### src/verilog/aervc_pkg.sv
// Package for the error-reporting and channel capability register bank.
// Assumes a 32-bit classic Wishbone slave; offsets are byte addresses.
package aervc_pkg;
	localparam logic [11:0] OFF_CE_STATUS = 12'h110;
	localparam logic [11:0] OFF_CE_MASK = 12'h114;
	localparam logic [11:0] OFF_CAPS_CTRL = 12'h118;
	localparam logic [11:0] OFF_HDR_LOG0 = 12'h11C;
	localparam logic [11:0] OFF_HDR_LOG1 = 12'h120;
	localparam logic [11:0] OFF_HDR_LOG2 = 12'h124;
	localparam logic [11:0] OFF_HDR_LOG3 = 12'h128;
	localparam logic [11:0] OFF_VC_HDR = 12'h140;
	localparam logic [11:0] OFF_VC_CAP1 = 12'h144;
	localparam logic [11:0] OFF_IRQ_STATUS = 12'h180;
	localparam logic [11:0] OFF_IRQ_CLEAR = 12'h184;
	localparam logic [11:0] OFF_IRQ_ENABLE = 12'h188;
	localparam logic [11:0] OFF_AUTOLOAD = 12'h18C;
	// Correctable event positions
	localparam logic [31:0] CE_IMPL_MASK = 32'h0000_31C1;
	localparam logic [31:0] CE_MASK_RESET = 32'h0000_2000;
	// Capabilities and control word fields
	localparam int FEP_LSB = 0;
	localparam int ECRC_GEN_CAP_BIT = 5;
	localparam int ECRC_GEN_EN_BIT = 6;
	localparam int ECRC_CHK_CAP_BIT = 7;
	localparam int ECRC_CHK_EN_BIT = 8;
	localparam logic [4:0] FEP_RESET = 5'h00;
	// Channel capability header
	localparam logic [15:0] VC_CAP_ID = 16'h0002;
	localparam logic [3:0] VC_CAP_VER = 4'h1;
	localparam logic [11:0] VC_NEXT_PTR = 12'h20C;
	// Port capability word 1 fields
	localparam int EVC_LSB = 0;
	localparam int LPEVC_LSB = 4;
	localparam int REFCLK_LSB = 8;
	localparam int ARB_ENT_LSB = 10;
	localparam logic [1:0] EVC_HI_RESET = 2'h0;
	localparam logic [2:0] LPEVC_RESET = 3'h0;
	localparam logic [1:0] REFCLK_100NS = 2'h0;
	localparam logic [1:0] ARB_ENT_4BIT = 2'h2;
	// Interrupt sources: bit0 correctable unmasked event, bit1 header captured
	localparam int IRQ_W = 2;
	localparam logic [IRQ_W-1:0] IRQ_RESET = 2'h0;
	localparam logic [31:0] BUS_ERR_DATA = 32'h0000_0000;
endpackage : aervc_pkg

### src/verilog/aervc_regs.sv
// Error-reporting and channel capability register bank of one switch port.
// Assumes a 32-bit classic Wishbone slave, synchronous events from the
// port logic on clk_i, and a strap pin from outside that is synchronised here.
`timescale 1ns/1ps
module aervc_regs
(
	input wire logic clk_i,
	input wire logic rst_i,
	input wire logic cold_rst_i,
	input wire logic wb_cyc_i,
	input wire logic wb_stb_i,
	input wire logic wb_we_i,
	input wire logic [11:0] wb_adr_i,
	input wire logic [3:0] wb_sel_i,
	input wire logic [31:0] wb_dat_i,
	output logic [31:0] wb_dat_o,
	output logic wb_ack_o,
	input wire logic [31:0] ce_event_i,
	input wire logic uce_first_valid_i,
	input wire logic [4:0] uce_first_pos_i,
	input wire logic [127:0] hdr_i,
	input wire logic extra_channel_strap_i,
	input wire logic autoload_we_i,
	input wire logic [2:0] autoload_evc_i,
	input wire logic [2:0] autoload_lpevc_i,
	output logic [31:0] ce_msg_o,
	output logic ecrc_gen_en_o,
	output logic ecrc_chk_en_o,
	output logic irq_o
);
	localparam int IRQ_W_L = aervc_pkg::IRQ_W;
	// Sticky state uses cold_rst_i only; rst_i resets non-sticky state.
	logic [31:0] ce_mask_ff;
	logic [31:0] ce_status_ff;
	logic [4:0] fep_ff;
	logic gen_en_ff;
	logic chk_en_ff;
	logic [31:0] hdr_log_ff [0:3];
	logic hdr_valid_ff;
	logic [2:0] evc_ff;
	logic [2:0] lpevc_ff;
	logic strap_meta_ff;
	logic strap_sync_ff;
	logic strap_load_ff;
	logic [IRQ_W_L-1:0] irq_status_ff;
	logic [IRQ_W_L-1:0] irq_enable_ff;
	logic irq_ff;
	logic [31:0] ce_msg_ff;
	logic ack_ff;
	logic [31:0] dat_ff;
	logic [31:0] ce_hit;
	logic capture;
	logic wr_req;
	logic rd_req;
	logic [31:0] nxt_rdata;

	function automatic logic hit(input logic [11:0] adr, input logic [11:0] off);
		hit = (adr[11:2] == off[11:2]);
	endfunction : hit

	function automatic logic [31:0] bmask(input logic [3:0] sel);
		bmask = {{8{sel[3]}}, {8{sel[2]}}, {8{sel[1]}}, {8{sel[0]}}};
	endfunction : bmask

	assign wr_req = wb_cyc_i && wb_stb_i && wb_we_i && !ack_ff;
	assign rd_req = wb_cyc_i && wb_stb_i && !wb_we_i && !ack_ff;
	// Unmasked events only reach reporting and capture
	assign ce_hit = ce_event_i & aervc_pkg::CE_IMPL_MASK & ~ce_mask_ff;
	assign capture = (|ce_hit) && !hdr_valid_ff;

	// Bus answer: one cycle after the request, every address acked
	always_ff @(posedge clk_i)
	begin
		if (rst_i)
			ack_ff <= 1'b0;
		else
			ack_ff <= wb_cyc_i && wb_stb_i && !ack_ff;
	end

	always_comb
	begin
		nxt_rdata = aervc_pkg::BUS_ERR_DATA;
		if (hit(wb_adr_i, aervc_pkg::OFF_CE_STATUS))
			nxt_rdata = ce_status_ff;
		else if (hit(wb_adr_i, aervc_pkg::OFF_CE_MASK))
			nxt_rdata = ce_mask_ff;
		else if (hit(wb_adr_i, aervc_pkg::OFF_CAPS_CTRL))
		begin
			nxt_rdata[aervc_pkg::FEP_LSB +: 5] = fep_ff;
			nxt_rdata[aervc_pkg::ECRC_GEN_CAP_BIT] = 1'b1;
			nxt_rdata[aervc_pkg::ECRC_GEN_EN_BIT] = gen_en_ff;
			nxt_rdata[aervc_pkg::ECRC_CHK_CAP_BIT] = 1'b1;
			nxt_rdata[aervc_pkg::ECRC_CHK_EN_BIT] = chk_en_ff;
		end
		else if (hit(wb_adr_i, aervc_pkg::OFF_HDR_LOG0))
			nxt_rdata = hdr_log_ff[0];
		else if (hit(wb_adr_i, aervc_pkg::OFF_HDR_LOG1))
			nxt_rdata = hdr_log_ff[1];
		else if (hit(wb_adr_i, aervc_pkg::OFF_HDR_LOG2))
			nxt_rdata = hdr_log_ff[2];
		else if (hit(wb_adr_i, aervc_pkg::OFF_HDR_LOG3))
			nxt_rdata = hdr_log_ff[3];
		else if (hit(wb_adr_i, aervc_pkg::OFF_VC_HDR))
			nxt_rdata = {aervc_pkg::VC_NEXT_PTR, aervc_pkg::VC_CAP_VER,
				aervc_pkg::VC_CAP_ID};
		else if (hit(wb_adr_i, aervc_pkg::OFF_VC_CAP1))
		begin
			nxt_rdata[aervc_pkg::EVC_LSB +: 3] = evc_ff;
			nxt_rdata[aervc_pkg::LPEVC_LSB +: 3] = lpevc_ff;
			nxt_rdata[aervc_pkg::REFCLK_LSB +: 2] = aervc_pkg::REFCLK_100NS;
			nxt_rdata[aervc_pkg::ARB_ENT_LSB +: 2] = aervc_pkg::ARB_ENT_4BIT;
		end
		else if (hit(wb_adr_i, aervc_pkg::OFF_IRQ_STATUS))
			nxt_rdata[IRQ_W_L-1:0] = irq_status_ff;
		else if (hit(wb_adr_i, aervc_pkg::OFF_IRQ_ENABLE))
			nxt_rdata[IRQ_W_L-1:0] = irq_enable_ff;
		// Unlisted offsets and reserved bits read zero
	end

	always_ff @(posedge clk_i)
	begin
		if (rst_i)
			dat_ff <= 32'h0000_0000;
		else if (rd_req)
			dat_ff <= nxt_rdata;
		else
			dat_ff <= 32'h0000_0000;
	end

	// Mask register, sticky
	always_ff @(posedge clk_i)
	begin
		if (cold_rst_i)
			ce_mask_ff <= aervc_pkg::CE_MASK_RESET;
		else if (wr_req && hit(wb_adr_i, aervc_pkg::OFF_CE_MASK))
			ce_mask_ff <= (ce_mask_ff & ~bmask(wb_sel_i)) |
				(wb_dat_i & bmask(wb_sel_i) & aervc_pkg::CE_IMPL_MASK);
	end

	// Status register: set wins over write-one-clear
	always_ff @(posedge clk_i)
	begin
		if (cold_rst_i)
			ce_status_ff <= 32'h0000_0000;
		else if (wr_req && hit(wb_adr_i, aervc_pkg::OFF_CE_STATUS))
			ce_status_ff <= (ce_status_ff & ~(wb_dat_i & bmask(wb_sel_i)))
				| (ce_event_i & aervc_pkg::CE_IMPL_MASK);
		else
			ce_status_ff <= ce_status_ff | (ce_event_i & aervc_pkg::CE_IMPL_MASK);
	end

	// Error messages towards the root complex, registered one cycle after each cycle of unmasked events
	always_ff @(posedge clk_i)
	begin
		if (rst_i)
			ce_msg_ff <= 32'h0000_0000;
		else
			ce_msg_ff <= ce_hit;
	end

	// Control bits and first error pointer, sticky
	always_ff @(posedge clk_i)
	begin
		if (cold_rst_i)
		begin
			gen_en_ff <= 1'b0;
			chk_en_ff <= 1'b0;
		end
		else if (wr_req && hit(wb_adr_i, aervc_pkg::OFF_CAPS_CTRL) && wb_sel_i[0])
			gen_en_ff <= wb_dat_i[aervc_pkg::ECRC_GEN_EN_BIT];
		if (!cold_rst_i && wr_req && hit(wb_adr_i, aervc_pkg::OFF_CAPS_CTRL) && wb_sel_i[1])
			chk_en_ff <= wb_dat_i[aervc_pkg::ECRC_CHK_EN_BIT];
	end

	always_ff @(posedge clk_i)
	begin
		if (cold_rst_i)
			fep_ff <= aervc_pkg::FEP_RESET;
		else if (uce_first_valid_i)
			fep_ff <= uce_first_pos_i;
	end

	// Header log: first unmasked event captures, held until cold reset
	always_ff @(posedge clk_i)
	begin
		if (cold_rst_i)
			hdr_valid_ff <= 1'b0;
		else if (capture)
			hdr_valid_ff <= 1'b1;
	end

	genvar gi;
	generate
		for (gi = 0; gi < 4; gi++)
		begin : g_hdr
			always_ff @(posedge clk_i)
			begin
				if (cold_rst_i)
					hdr_log_ff[gi] <= 32'h0000_0000;
				else if (capture)
					hdr_log_ff[gi] <= hdr_i[127-32*gi -: 32];
			end
		end
	endgenerate

	// Strap synchroniser and channel counts
	always_ff @(posedge clk_i)
	begin
		strap_meta_ff <= extra_channel_strap_i;
		strap_sync_ff <= strap_meta_ff;
	end

	always_ff @(posedge clk_i)
	begin
		if (rst_i)
			strap_load_ff <= 1'b1;
		else
			strap_load_ff <= 1'b0;
	end

	always_ff @(posedge clk_i)
	begin
		if (rst_i)
		begin
			evc_ff <= 3'h0;
			lpevc_ff <= aervc_pkg::LPEVC_RESET;
		end
		else if (autoload_we_i)
		begin
			evc_ff <= autoload_evc_i;
			lpevc_ff <= autoload_lpevc_i;
		end
		else if (strap_load_ff)
			evc_ff <= {aervc_pkg::EVC_HI_RESET, strap_sync_ff};
	end

	// Interrupt status, enable, clear
	always_ff @(posedge clk_i)
	begin
		if (rst_i)
			irq_status_ff <= aervc_pkg::IRQ_RESET;
		else if (wr_req && hit(wb_adr_i, aervc_pkg::OFF_IRQ_CLEAR) && wb_sel_i[0])
			irq_status_ff <= (irq_status_ff & ~wb_dat_i[IRQ_W_L-1:0]) | {capture, |ce_hit};
		else
			irq_status_ff <= irq_status_ff | {capture, |ce_hit};
	end

	always_ff @(posedge clk_i)
	begin
		if (rst_i)
			irq_enable_ff <= aervc_pkg::IRQ_RESET;
		else if (wr_req && hit(wb_adr_i, aervc_pkg::OFF_IRQ_ENABLE) && wb_sel_i[0])
			irq_enable_ff <= wb_dat_i[IRQ_W_L-1:0];
	end

	always_ff @(posedge clk_i)
	begin
		if (rst_i)
			irq_ff <= 1'b0;
		else
			irq_ff <= |(irq_status_ff & irq_enable_ff);
	end

	assign wb_ack_o = ack_ff;
	assign wb_dat_o = dat_ff;
	assign ce_msg_o = ce_msg_ff;
	assign ecrc_gen_en_o = gen_en_ff;
	assign ecrc_chk_en_o = chk_en_ff;
	assign irq_o = irq_ff;

	property p_mask_blocks_msg;
		@(posedge clk_i) disable iff (rst_i)
		(ce_event_i[0] && ce_mask_ff[0]) |=> !ce_msg_o[0];
	endproperty
	a_mask_blocks_msg: assert property (p_mask_blocks_msg) else $error("masked event reported");

	property p_unmasked_msg;
		@(posedge clk_i) disable iff (rst_i)
		(ce_event_i[6] && !ce_mask_ff[6]) |=> ce_msg_o[6];
	endproperty
	a_unmasked_msg: assert property (p_unmasked_msg) else $error("unmasked event lost");

	property p_mask_reset;
		@(posedge clk_i) $past(cold_rst_i) |-> (ce_mask_ff == aervc_pkg::CE_MASK_RESET);
	endproperty
	a_mask_reset: assert property (p_mask_reset) else $error("mask reset value wrong");

	property p_status_set;
		@(posedge clk_i) disable iff (cold_rst_i)
		ce_event_i[13] |=> ce_status_ff[13];
	endproperty
	a_status_set: assert property (p_status_set) else $error("status not set");

	property p_sticky_hold;
		@(posedge clk_i) (rst_i && !cold_rst_i && !wr_req) |=> $stable(ce_mask_ff);
	endproperty
	a_sticky_hold: assert property (p_sticky_hold) else $error("sticky mask lost");

	property p_hdr_hold;
		@(posedge clk_i) disable iff (cold_rst_i)
		hdr_valid_ff |=> $stable(hdr_log_ff[0]);
	endproperty
	a_hdr_hold: assert property (p_hdr_hold) else $error("header log overwritten");

	property p_ack_once;
		@(posedge clk_i) disable iff (rst_i)
		wb_ack_o |=> !wb_ack_o;
	endproperty
	a_ack_once: assert property (p_ack_once) else $error("ack held two cycles");

	property p_fep;
		@(posedge clk_i) disable iff (cold_rst_i)
		uce_first_valid_i |=> (fep_ff == $past(uce_first_pos_i));
	endproperty
	a_fep: assert property (p_fep) else $error("pointer not updated");

	property p_ctrl_cold;
		@(posedge clk_i)
		$past(cold_rst_i) |-> (!gen_en_ff && !chk_en_ff && fep_ff == aervc_pkg::FEP_RESET);
	endproperty
	a_ctrl_cold: assert property (p_ctrl_cold) else $error("control reset wrong");

	property p_caps_fixed;
		@(posedge clk_i) disable iff (rst_i)
		(rd_req && hit(wb_adr_i, aervc_pkg::OFF_CAPS_CTRL)) |=> (wb_dat_o[aervc_pkg::ECRC_GEN_CAP_BIT]
			&& wb_dat_o[aervc_pkg::ECRC_CHK_CAP_BIT] && wb_dat_o[31:9] == 23'h0);
	endproperty
	a_caps_fixed: assert property (p_caps_fixed) else $error("caps bits wrong");

	property p_vc_hdr_fixed;
		@(posedge clk_i) disable iff (rst_i)
		(rd_req && hit(wb_adr_i, aervc_pkg::OFF_VC_HDR)) |=> (wb_dat_o == {aervc_pkg::VC_NEXT_PTR,
			aervc_pkg::VC_CAP_VER, aervc_pkg::VC_CAP_ID});
	endproperty
	a_vc_hdr_fixed: assert property (p_vc_hdr_fixed) else $error("vc header wrong");

	property p_cap1_fixed;
		@(posedge clk_i) disable iff (rst_i)
		(rd_req && hit(wb_adr_i, aervc_pkg::OFF_VC_CAP1)) |=> (wb_dat_o[31:12] == 20'h0
			&& wb_dat_o[11:8] == {aervc_pkg::ARB_ENT_4BIT, aervc_pkg::REFCLK_100NS}
			&& !wb_dat_o[3] && !wb_dat_o[7]);
	endproperty
	a_cap1_fixed: assert property (p_cap1_fixed) else $error("cap1 fixed bits wrong");

	property p_strap_load;
		@(posedge clk_i)
		(strap_load_ff && !rst_i && !autoload_we_i) |=>
			(evc_ff == {aervc_pkg::EVC_HI_RESET, $past(strap_sync_ff)});
	endproperty
	a_strap_load: assert property (p_strap_load) else $error("strap count not loaded");

	property p_masked_no_capture;
		@(posedge clk_i) disable iff (cold_rst_i)
		(!hdr_valid_ff && !(|(ce_event_i & aervc_pkg::CE_IMPL_MASK & ~ce_mask_ff))) |=> !hdr_valid_ff;
	endproperty
	a_masked_no_capture: assert property (p_masked_no_capture) else $error("masked capture");
endmodule : aervc_regs

### config.mk
export PLATFORM = sky130hd
export DESIGN_NAME = aervc_regs
export DESIGN_NICKNAME = d
export VERILOG_FILES = /design/src/verilog/aervc_pkg.sv /design/src/verilog/aervc_regs.sv
export SDC_FILE = /design/constraint.sdc
export NUM_CORES = 1
export LEC_CHECK = 0
export BUFFER_PORTS_ARGS = -buffer_cell sky130_fd_sc_hd__buf_4
export CAP_MARGIN = 0
export CORE_MARGIN = 1.5
export CORE_UTILIZATION = 57
export DETAILED_ROUTE_END_ITERATION = 12
export PLACE_DENSITY = 0.86
export SYNTH_ARGS = -nofsm -noshare
export SYNTH_HDL_FRONTEND = slang
export SYNTH_SLANG_ARGS = --single-unit
### constraint.sdc
create_clock -name clk_i -period 19.6 [get_ports clk_i]
set_input_delay 3.92 -clock clk_i [delete_from_list [all_inputs] [get_ports clk_i]]
set_output_delay 3.92 -clock clk_i [all_outputs]
set_load 0.05 [all_outputs]
Word level (Yosys, flattened, before mapping)
Memories as Yosys holds them, arrays and structs flattened.
Index checks and enable logic that the tools add are counted.
{"block": "word_totals", "regBits": 151, "mem_bits_rw": 128, "input_bits": 228, "out_inout_bits": 68, "word_cells": 111, "mem_count": 1}
{"block": "classes", "n_eq_ne": 12, "n_mux": 34, "n_bitwise": 20, "reduce_logical": 27}
{"memory": "hdr_log_ff", "words": 4, "word_bits": 32, "read_ports": 4, "rd_ports_with_merged_regs": 0, "write_ports": 4, "line_no": "aervc_regs.sv:38", "source": "logic [31:0] hdr_log_ff [0:3];"}
{"operator": "2-to-1 mux 32 bit", "count": 11}
{"operator": "== test 10 x 7 -> 1 bit, second input constant", "count": 12}
{"operator": "AND 32 bit", "count": 3}
{"operator": "inverter 32 bit", "count": 3}
{"operator": "bitwise OR 32 x 14 -> 32 bit", "count": 3}
{"operator": "AND 14 x 32 -> 32 bit", "count": 1}
{"operator": "OR reduction 32 bit", "count": 1}
{"operator": "2-to-1 mux 23 bit", "count": 1}
{"operator": "logical AND 1 bit", "count": 18}
{"operator": "2-to-1 mux 18 bit", "count": 1}
{"operator": "2-to-1 mux 3 bit", "count": 5}
{"operator": "2-to-1 mux 1 bit", "count": 9}
{"operator": "2-to-1 mux 9 bit", "count": 1}
{"operator": "2-to-1 mux 2 bit", "count": 4}
{"operator": "2-to-1 mux 4 bit", "count": 2}
{"operator": "AND 2 bit", "count": 2}
{"operator": "logical NOT 1 bit", "count": 4}
{"operator": "bitwise OR 1 bit", "count": 4}
{"operator": "bitwise OR 2 bit", "count": 2}
{"operator": "nonzero test 2 bit", "count": 2}
{"operator": "OR reduction 2 bit", "count": 2}
{"operator": "inverter 2 bit", "count": 1}
{"operator": "inverter 1 bit", "count": 1}

Longest topological paths before layout
Gate-level depths: netlist (run 1).
{"block": "depth", "depth_word": 12, "mapped_depth": 7, "mapped_depth_nobuf": 5}

Worst setup path after synthesis (run 1)
Ideal clock, no wire load.
{"block": "synth_timing", "path_kind": "input-to-reg", "startpoint": "input port ce_event_i[7]", "endpoint": "memory hdr_log_ff[0][0] (enable)", "setup_ns": 0.642, "t_arrival_ns": 10.097, "t_required_ns": 18.958, "slack_ns": 8.861, "cell_stages": 4, "path_buffers": 0, "path_cell_list": "inv_1 -> o22ai_1 -> nor2_1 -> o21bai_1"}
{"item": "start, declared", "line_no": "aervc_regs.sv:18", "source": "input wire logic [31:0] ce_event_i,"}
{"item": "end, declared", "line_no": "aervc_regs.sv:38"}

==> run summary, run 1 <==
Status = finished, final reports clean
Rel. slew slack = 0.202
Starting density of the core = 0.589
DR top layer = met4
TritonCTS clock tree = done
Std cell rows = 49
Clock power frac = 0.418
Htree depth = 1
Setup TNS Final = 0 ns
Die Wd = 140 um
Largest cells by area after synthesis = edfxtp_1 (36%), dfxtp_1 (23%), and2_1 (9.0%)
Cells after DPL = 1387
CP required = 19.74 ns
Clk slew on worst S/H paths = 0.06 ns
DR vias = 8116
Core box area = 18200 um^2
GP Congestion = 0.883
Deepest clock path buffer count = 3
Synth cell types = 62
Final non-filler cell total = 1433
Critical path class = in2reg
Slew Viols, Final = 0
Worst path bufs/invs = 3
Internal power = 923 uW
Total GRT Usage = 0.279
Worst slew pin tran = 1.20 ns
Average cell area after synthesis = 11.1 um^2
Hold crit path type = reg2reg
Vias in the first global route = 7837
Worst VDD drop = 0.0000661 V
Pwr Density = 88.4 nW/um^2
Clock Skews = 0.00901 ns
Fraction of power consumed by combinational cells = 0.085
Ys Warns = 0
Initial antenna violation count = 0
Drt pass-1 iters = 5
CP cell instances = buf_4, inv_1, o22ai_1, nor2_1, o21bai_4, buf_4
Sw frac = 0.223
Number of enable flip-flop cells after synthesis = 129
Post_cts resized = 0
Share of cells above drive strength 1 = 0.260
Slowest Stage Delay on Critical Path = 1.02 ns
Die area = 19600 um^2
CP startpoint kind = primary input
Max frequency = 161 MHz
Final worst-path cycle share = 0.317
CTS Hold Bufs = 0
Post-route DRC = 0
Clk root buf = clkbuf_16
Prevailing post-synth register cell = edfxtp_1
CP Capture Type = flip-flop
NumNets Final = 1413
Synth Register Bits = 253
Filler Cell Count = 1246
Worst-Skew Late Latency = 0.53 ns
Asr flop ratio synth = 0
Sw power = 265 uW
Area share of the largest cell type after synthesis = 0.361
WL per Instance = 19.4 um
IO buf count = 241
Delay-heaviest family, CP = buffers and inverters
Cell area after synthesis = 10700 um^2
Post-CTS setup buffers = 0
Met1 wire length = 11.9 mm
R2r endpoint = hdr_log_ff[0][3]$_SDFFCE_PN0P_
Worst-case hold slack = 0.336 ns
Reg2reg setup slack = 16.54 ns
Arrival @ worst endpoint = 6.36 ns
Min-Delay Startpoint = strap_meta_ff$_DFF_P_
Ports = 296
R2r worst-path depth = 4
CTS sink cnt = 253
CP max-delay cell = buf_4
Global-route wire length before repair = 42.4 mm
Drt via density = 5.66
Starting DRT DRC Count = 749
Seq pwr share = 0.497
Minimum clock period = 6.22 ns
Hold Path End = strap_sync_ff$_DFF_P_
Hold Path Cell Cnt = 0
Diode count = 0
Post-DP HPWL = 19.1 mm
Gr ovfl total = 0
Worst setup path start = ce_event_i[7]
Crit path depth = 6
Final setup fails = 0
Post-route ant nets = 0
Post-synthesis sequential area ratio = 0.593
Met3 wire length = 2.35 mm
Crit path top cell by count = buf_4
Routed wl met2 = 13.0 mm
Max-Cap Viols = 0
Fin. Hold Viols = 0
Yosys top cell by area = edfxtp_1
Die height = 140 um
Area Growth Syn to Fin = 25.3%
Leak Pwr = 5.51 nW
Unrepaired setup endpoints after global routing = false
Critical path fanouts, max = 95
Largest net degree at the start of global routing = 129
Post-Route WL = 27.9 mm
CTS Buf Count = 25
Mapped Cells = 968
power groups by stage:
stage	clock [mW]	sequential, mW	combinational, mW
floorplan	0	0.603	0.0565
global placement	0	0.600	0.0988
detailed placement	0	0.601	0.101
CTS	0.501	0.590	0.101
global route	0.521	0.592	0.109
finish	0.496	0.590	0.102
layer usage:
metal  GRT usage  vias to the layer above
li1            -                     3810
met2       0.449                      412
met1       0.387                     3845
met4      0.0903                        0
met5           0                        -
met3      0.0499                       49
Yosys cell counts, types with 18 or more instances:
cell and n:
dfxtp_1 124, mux2i_1 51, and2_1 155, nand2_1 29
a21oi_1 77, nor2_1 64, a22o_1 18, buf_4 26
edfxtp_1 129, clkbuf_1 44, o21ai_0 80, nand2b_1 39
flip-flops by register name, summed over array words and instances, names as in the netlist, 2 cells and up, named ones only:
register / flops
ce_status_ff: 32
lpevc_ff: 3
hdr_log_ff: 128
ce_msg_o: 6
fep_ff: 5
evc_ff: 3
ce_mask_ff: 26
wb_dat_o: 32
irq_status_ff: 2
irq_enable_ff: 2
area by class of cell:
cell class	instances	area [um^2]	area share
inverters	9	33.8	0.00252
multi-input cells	647	4020	0.299
well taps	229	287	0.0213
clock buffers	39	766	0.0570
repair buffers	249	1870	0.139
clock inverters	7	100	0.00745
flip-flops and latches	253	6360	0.473
cell usage in the layout, fill, tap and decap left out, types with 5 or more instances in the layout:
| cell type | instances |
|---|---|
| buf_4 | 249 |
| and2_1 | 155 |
| edfxtp_1 | 129 |
| dfxtp_1 | 124 |
| o21ai_0 | 80 |
| a21oi_1 | 77 |
| nor2_1 | 64 |
| mux2i_1 | 51 |
| nand2b_1 | 39 |
| nand2_1 | 29 |
| conb_1 | 26 |
| clkbuf_16 | 26 |
| a22o_1 | 18 |
| inv_1 | 9 |
| nor3_1 | 7 |
| a22oi_1 | 7 |
| a311oi_1 | 6 |
| clkbuf_8 | 6 |
| nor2b_1 | 5 |
| nand3_1 | 5 |
| or2_2 | 5 |
| and3_1 | 5 |
| o221ai_1 | 5 |
per-stage QoR:
step | util | worst slack [ns] | total power [mW] | cell area [um^2]
3_3_place_gp | 0.690 | 12.91 | 0.698 | 12600
3_5_place_dp | 0.690 | 12.82 | 0.702 | 12600
2_1_floorplan | - | 8.86 | 0.660 | 10800
5_1_grt | 0.738 | 13.21 | 1.22 | 13400
4_1_cts | 0.738 | 13.37 | 1.19 | 13400
6_report | 0.738 | 13.38 | 1.19 | 13400
logic make-up after synthesis:
| logic type | Yosys count | share of synthesized area |
|---|---|---|
| mux | 54 | 0.0508 |
| simple gates | 338 | 0.182 |
| other cells | 1 | 0.000350 |
| compound gates | 229 | 0.131 |
| flops | 253 | 0.593 |
| buf+inv | 93 | 0.0431 |
worst max path at each step:
stage	end	slack (ns)
global placement	hdr_log_ff[1][21]$_SDFFCE_PN0P_	12.91
floorplan	hdr_log_ff[0][0]$_SDFFCE_PN0P_	8.86
global route	hdr_log_ff[2][7]$_SDFFCE_PN0P_	13.21
detailed placement	hdr_log_ff[1][20]$_SDFFCE_PN0P_	12.82
finish	hdr_log_ff[0][3]$_SDFFCE_PN0P_	13.38
CTS	hdr_log_ff[0][10]$_SDFFCE_PN0P_	13.37
Power figures use the tool's default switching activity.
==> run 2: changes to the inputs <==
--- a/config.mk
+++ b/config.mk
@@ -8,9 +8,9 @@
 export BUFFER_PORTS_ARGS = -buffer_cell sky130_fd_sc_hd__buf_4
 export CAP_MARGIN = 0
 export CORE_MARGIN = 1.5
-export CORE_UTILIZATION = 57
+export CORE_UTILIZATION = 52
 export DETAILED_ROUTE_END_ITERATION = 12
-export PLACE_DENSITY = 0.86
+export PLACE_DENSITY = 0.79
 export SYNTH_ARGS = -nofsm -noshare
 export SYNTH_HDL_FRONTEND = slang
 export SYNTH_SLANG_ARGS = --single-unit
==> constraint.sdc (replaced) <==
create_clock -name clk_i -period 5.85 [get_ports clk_i]
set_input_delay 1.17 -clock clk_i [delete_from_list [all_inputs] [get_ports clk_i]]
set_output_delay 1.17 -clock clk_i [all_outputs]
set_load 0.05 [all_outputs]
==> run 2 against run 1 <==
Compared with the run above: routed wire length increased by 0.17%; total power increased to 3.4 times the previous value; clock skew increased by 0.0031 ns; first-iteration DRC count decreased by 23%; worst hold slack got worse by 0.0073 ns; critical endpoint is now wb_dat_o[13]$_SDFF_PP0_; global-route usage decreased by 2.5 points; worst setup slack got worse by 11 ns; register-to-register slack got worse by 13 ns.
==> run summary, run 2 (synthesized netlist as in run 1, its figures left out) <==
Std cell rows = 52 (+6.1%)
Vias in the first global route = 7738 (-1.3%)
IO buf count = 241 (unchanged)
NumNets Final = 1416 (+0.21%)
Post_cts resized = 0 (unchanged)
CP startpoint kind = primary input
CP cell instances = buf_4, inv_1, nand2_1, nor2_1, o21ai_0, a21oi_1
Die area = 21500 um^2 (+9.4%)
Initial antenna violation count = 1 (+1)
Critical path class = in2reg
Overall Power = 4.04 mW (+240%)
Htree depth = 1 (unchanged)
Die height = 147 um (+4.6%)
Core Util, Final = 0.670 (-0.0674)
CP Capture Type = flip-flop
Area of the multi-input gates = 4020 um^2 (unchanged)
Largest net degree at the start of global routing = 129 (unchanged)
Pre-CTS setup slack = 1.92 ns (-10.89 ns)
Drt pass-1 iters = 5 (unchanged)
Worst path bufs/invs = 2 (-1)
Clk slew on worst S/H paths = 0.06 ns (about the same)
DR vias = 7965 (-1.9%)
Max frequency = 294 MHz
Arrival @ worst endpoint = 3.80 ns (-2.56 ns)
Critical path fanouts, max = 43 (-55%)
Max-Cap Viols = 0 (unchanged)
Cells after DPL = 1430 (+3.1%)
Delay-heaviest family, CP = buffers and inverters
Max FFs per register = 128 (unchanged)
Reg area = 6360 um^2 (unchanged)
Post-route DRC = 0 (unchanged)
Worst slew pin tran = 0.940 ns (-0.255 ns)
Final worst-path cycle share = 0.581
Most frequent cells in the layout = buf_4 (250), and2_1 (155), edfxtp_1 (129)
Pwr Density = 298 nW/um^2 (+240%)
Global-route wire length before repair = 42.4 mm (about the same)
Total GRT Usage = 0.255 (-0.0247)
Slowest Stage Delay on Critical Path = 0.72 ns (-0.30 ns)
CTS Buf Count = 26 (+4.0%)
Top reg by flops = hdr_log_ff
TritonCTS clock tree = done
Minimum clock period = 3.40 ns
CTS Hold Bufs = 0 (unchanged)
Final setup fails = 0 (unchanged)
Gr ovfl total = 0 (unchanged)
Slew Viols, Final = 0 (unchanged)
Clock Skews = 0.0121 ns (+0.00308 ns)
Fin. Hold Viols = 0 (unchanged)
Post-route ant nets = 0 (unchanged)
Worst-Skew Late Latency = 0.53 ns (about the same)
Unrepaired setup endpoints after global routing = false
CTS sink cnt = 253 (unchanged)
Share of cells above drive strength 1 = 0.265 (+0.00493)
Worst VDD drop = 0.000189 V (+190%)
Post-CTS setup buffers = 0 (unchanged)
GP Congestion = 0.866 (-2.0%)
CP required = 6.24 ns (-13.50 ns)
CP max-delay cell = nand2_1
Core box area = 20200 um^2 (+11%)
WL per Instance = 18.9 um (-3.0%)
Post-Route WL = 27.9 mm (+0.17%)
Rel. slew slack = 0.374 (+0.172)
Post-DP HPWL = 18.9 mm (-1.2%)
Drt via density = 5.39 (-4.9%)
Clk root buf = clkbuf_16
Setup TNS Final = 0 ns (unchanged)
Starting DRT DRC Count = 575 (-23%)
Ports = 296 (unchanged)
Leak Pwr = 5.56 nW (+0.81%)
Area Growth Syn to Fin = 26.5%
Filler Cell Count = 1552 (+25%)
Deepest clock path buffer count = 3 (unchanged)
Hold crit path type = reg2reg
Die Wd = 147 um (+4.6%)
Final worst slack = 2.45 ns (-10.93 ns)
Status = finished, final reports clean
Most common cell after layout, fill and taps aside = buf_4
Starting density of the core = 0.530 (-0.0589)
Final non-filler cell total = 1479 (+3.2%)
## run 2: changes by cell type in the layout (fill, tap and decap cells not counted), sizes merged
cell,previous run,this run
diode,0,1
clkinv,4,8
clkbuf,39,37
buf,249,251
## run 2: metal layers
layer | routed length (um) | up-vias | global-route usage
li1 | - | 3824 | -
met1 | 12100 | 3731 | 0.356
met2 | 12600 | 355 | 0.396
met3 | 2530 | 55 | 0.0569
met4 | 673 | 0 | 0.0798
met5 | 0 | - | 0
## run 2: layout make-up
cell class              instances  share of cell area
well taps                     270              0.0249
flip-flops and latches        253               0.469
multi-input cells             647               0.296
clock inverters                11             0.00867
diodes                          1            0.000185
inverters                       9             0.00249
clock buffers                  37              0.0588
repair buffers                251               0.140
## run 2: path summary, 6_finish.rpt
check / cells past startpoint / start / slack [ns] / to
hold reg to reg: 0 / strap_meta_ff$_DFF_P_ / 0.33 / strap_sync_ff$_DFF_P_
hold / removal: 0 / strap_meta_ff$_DFF_P_ / 0.33 / strap_sync_ff$_DFF_P_
setup reg to reg: 6 / flip-flop / 3.73 / hdr_log_ff[0][5]$_SDFFCE_PN0P_
setup / recovery: 6 / wb_adr_i[2] / 2.45 / wb_dat_o[13]$_SDFF_PP0_
## run 2: metrics by stage
step	hold slack [ns]	cell area, um^2
after floorplan	0.310	10800
after global placement	0.315	12600
after detailed placement	0.317	12600
after CTS	0.331	13600
after global routing	0.333	13600
final	0.329	13600
## run 2: where the power goes
part | leakage, nW | switching (mW) | total (mW) | internal (mW)
Sequential | 2.43 | 0.0273 | 1.98 | 1.95
Combinational | 2.67 | 0.190 | 0.340 | 0.151
Clock | 0.465 | 0.689 | 1.73 | 1.04
==> run 3: changes to the inputs <==
--- a/config.mk
+++ b/config.mk
@@ -8,9 +8,9 @@
 export BUFFER_PORTS_ARGS = -buffer_cell sky130_fd_sc_hd__buf_4
 export CAP_MARGIN = 0
 export CORE_MARGIN = 1.5
-export CORE_UTILIZATION = 52
+export CORE_UTILIZATION = 47
 export DETAILED_ROUTE_END_ITERATION = 12
-export PLACE_DENSITY = 0.79
+export PLACE_DENSITY = 0.76
 export SYNTH_ARGS = -nofsm -noshare
 export SYNTH_HDL_FRONTEND = slang
 export SYNTH_SLANG_ARGS = --single-unit
==> constraint.sdc (replaced) <==
create_clock -name clk_i -period 2.8 [get_ports clk_i]
set_input_delay 0.56 -clock clk_i [delete_from_list [all_inputs] [get_ports clk_i]]
set_output_delay 0.56 -clock clk_i [all_outputs]
set_load 0.05 [all_outputs]
==> run 3 against run 2 <==
Compared with the run above: sequential share of layout area is 0.85 points lower; combinational power is 120% higher; critical path type unchanged; design area grew 1.8%; clock skew shrank 0.0040 ns; register-to-register slack lost 2.9 ns; highest routed layer unchanged; via count rose by 1.1%; first-iteration DRC count decreased by 0.70%.
==> run summary, run 3 (synthesized netlist as in run 1, its figures left out) <==
Status = finished, final reports clean
Worst-Skew Late Latency = 0.53 ns (about the same)
Post-route ant nets = 0 (unchanged)
Gr ovfl total = 0 (unchanged)
CP cell instances = buf_4, nor4b_1, buf_4, nand3_1, buf_4, nor3_2, nor2_1, and2_1
Top reg by flops = hdr_log_ff
CTS sink cnt = 253 (unchanged)
CP max-delay cell = nor4b_1
Delay-heaviest family, CP = simple AND/OR/NAND/NOR gates
Starting density of the core = 0.476 (-0.0534)
Worst slew pin tran = 0.750 ns (-0.190 ns)
Fin area = 13800 um^2 (+1.8%)
Initial antenna violation count = 0 (-1)
Final setup fails = 0 (unchanged)
Critical path class = in2reg
Core box area = 22500 um^2 (+11%)
Drt pass-1 iters = 5 (unchanged)
Hold crit path type = in2reg
Deepest clock path buffer count = 3 (unchanged)
CP startpoint kind = primary input
Die area = 23700 um^2 (+10%)
Most common cell after layout, fill and taps aside = buf_4
Critical path fanouts, max = 6 (-86%)
Crit path top cell by count = buf_4
Leak Pwr = 5.68 nW (+2.3%)
Most frequent cells in the layout = buf_4 (274), and2_1 (155), edfxtp_1 (129)
Largest net degree at the start of global routing = 129 (unchanged)
Clock Skews = 0.00808 ns (-0.00400 ns)
Ports = 296 (unchanged)
Diode count = 0 (-1)
Minimum clock period = 2.10 ns
Post-Route WL = 28.1 mm (+0.67%)
Clk slew on worst S/H paths = 0.06 ns (about the same)
CP required = 3.22 ns (-3.02 ns)
NumNets Final = 1444 (+2.0%)
Starting DRT DRC Count = 571 (-0.70%)
Die Wd = 154 um (+5.1%)
Rel. slew slack = 0.498 (+0.124)
TritonCTS clock tree = done
Total GRT Usage = 0.234 (-0.0211)
Post-CTS setup buffers = 0 (unchanged)
Post-DP HPWL = 20.3 mm (+7.2%)
Pwr Density = 605 nW/um^2 (+100%)
Slew Viols, Final = 0 (unchanged)
CTS Buf Count = 27 (+3.8%)
Share of cells above drive strength 1 = 0.283 (+0.0183)
Htree depth = 1 (unchanged)
Final worst-path cycle share = 0.750
GP Congestion = 0.889 (+2.7%)
Max FFs per register = 128 (unchanged)
CTS Hold Bufs = 0 (unchanged)
Area Growth Syn to Fin = 28.8%
IO buf count = 241 (unchanged)
Placed instance area = 12900 um^2 (+2.3%)
Post_cts resized = 0 (unchanged)
CP Capture Type = flip-flop
Post-route DRC = 0 (unchanged)
Worst path bufs/invs = 3 (+1)
DR vias = 8053 (+1.1%)
WL per Instance = 18.5 um (-2.1%)
Unrepaired setup endpoints after global routing = false
Std cell rows = 55 (+5.8%)
Worst VDD drop = 0.000400 V (+110%)
Max-Cap Viols = 0 (unchanged)
Arrival @ worst endpoint = 2.53 ns (-1.27 ns)
Clk root buf = clkbuf_16
Vias in the first global route = 7731 (-0.090%)
Final worst slack = 0.699 ns (-1.75 ns)
Drt via density = 5.29 (-1.7%)
Global-route wire length before repair = 42.7 mm (+0.67%)
Slowest Stage Delay on Critical Path = 0.49 ns (-0.23 ns)
Max frequency = 476 MHz
Die height = 154 um (+5.1%)
Fin. Hold Viols = 0 (unchanged)
Pre-CTS setup slack = 0.159 ns (-1.76 ns)
[run 3: cell type report]
| class | count | area (um^2) |
|---|---|---|
| Timing Repair Buffer | 278 | 2140 |
| Tap cell | 285 | 357 |
| Inverter | 9 | 46.3 |
| Clock inverter | 15 | 133 |
| Sequential cell | 253 | 6360 |
| Fill cell | 1847 | 8690 |
| Multi-Input combinational cell | 647 | 4040 |
| Clock buffer | 34 | 742 |
[run 3: layer usage]
layer	routed length, um	GRT usage	vias up
met5	0	0	-
li1	-	-	3883
met1	11900	0.318	3771
met3	2440	0.0482	50
met4	700	0.0712	0
met2	13000	0.377	349
[run 3: path summary, 6_finish.rpt]
check	from	to	slack [ns]	depth (start not counted)
worst max-delay path	wb_adr_i[9]	ce_mask_ff[15]$_SDFFE_PP0P_	0.70	8
worst min-delay path	extra_channel_strap_i	strap_meta_ff$_DFF_P_	0.14	1
worst max register to register	wb_ack_o$_SDFF_PP0_	ce_mask_ff[15]$_SDFFE_PP0P_	0.87	5
worst min register to register	strap_meta_ff$_DFF_P_	strap_sync_ff$_DFF_P_	0.35	0
[run 3: stage by stage]
step | std cells | util | hold slack (ns) | setup TNS (ns) | power [mW]
after floorplan | 993 | - | 0.310 | -51.90 | 4.61
after global placement | 1472 | 0.575 | 0.315 | 0 | 4.93
after detailed placement | 1472 | 0.575 | 0.314 | 0 | 4.94
after CTS | 1521 | 0.614 | 0.119 | 0 | 8.41
after global routing | 1521 | 0.614 | 0.120 | 0 | 8.62
final | 1521 | 0.614 | 0.137 | 0 | 8.35
[run 3: power breakdown]
| group | internal (mW) | total [mW] | switching, mW |
|---|---|---|---|
| clock | 2.06 | 3.49 | 1.43 |
| combinational | 0.336 | 0.739 | 0.403 |
| sequential | 4.07 | 4.12 | 0.0553 |
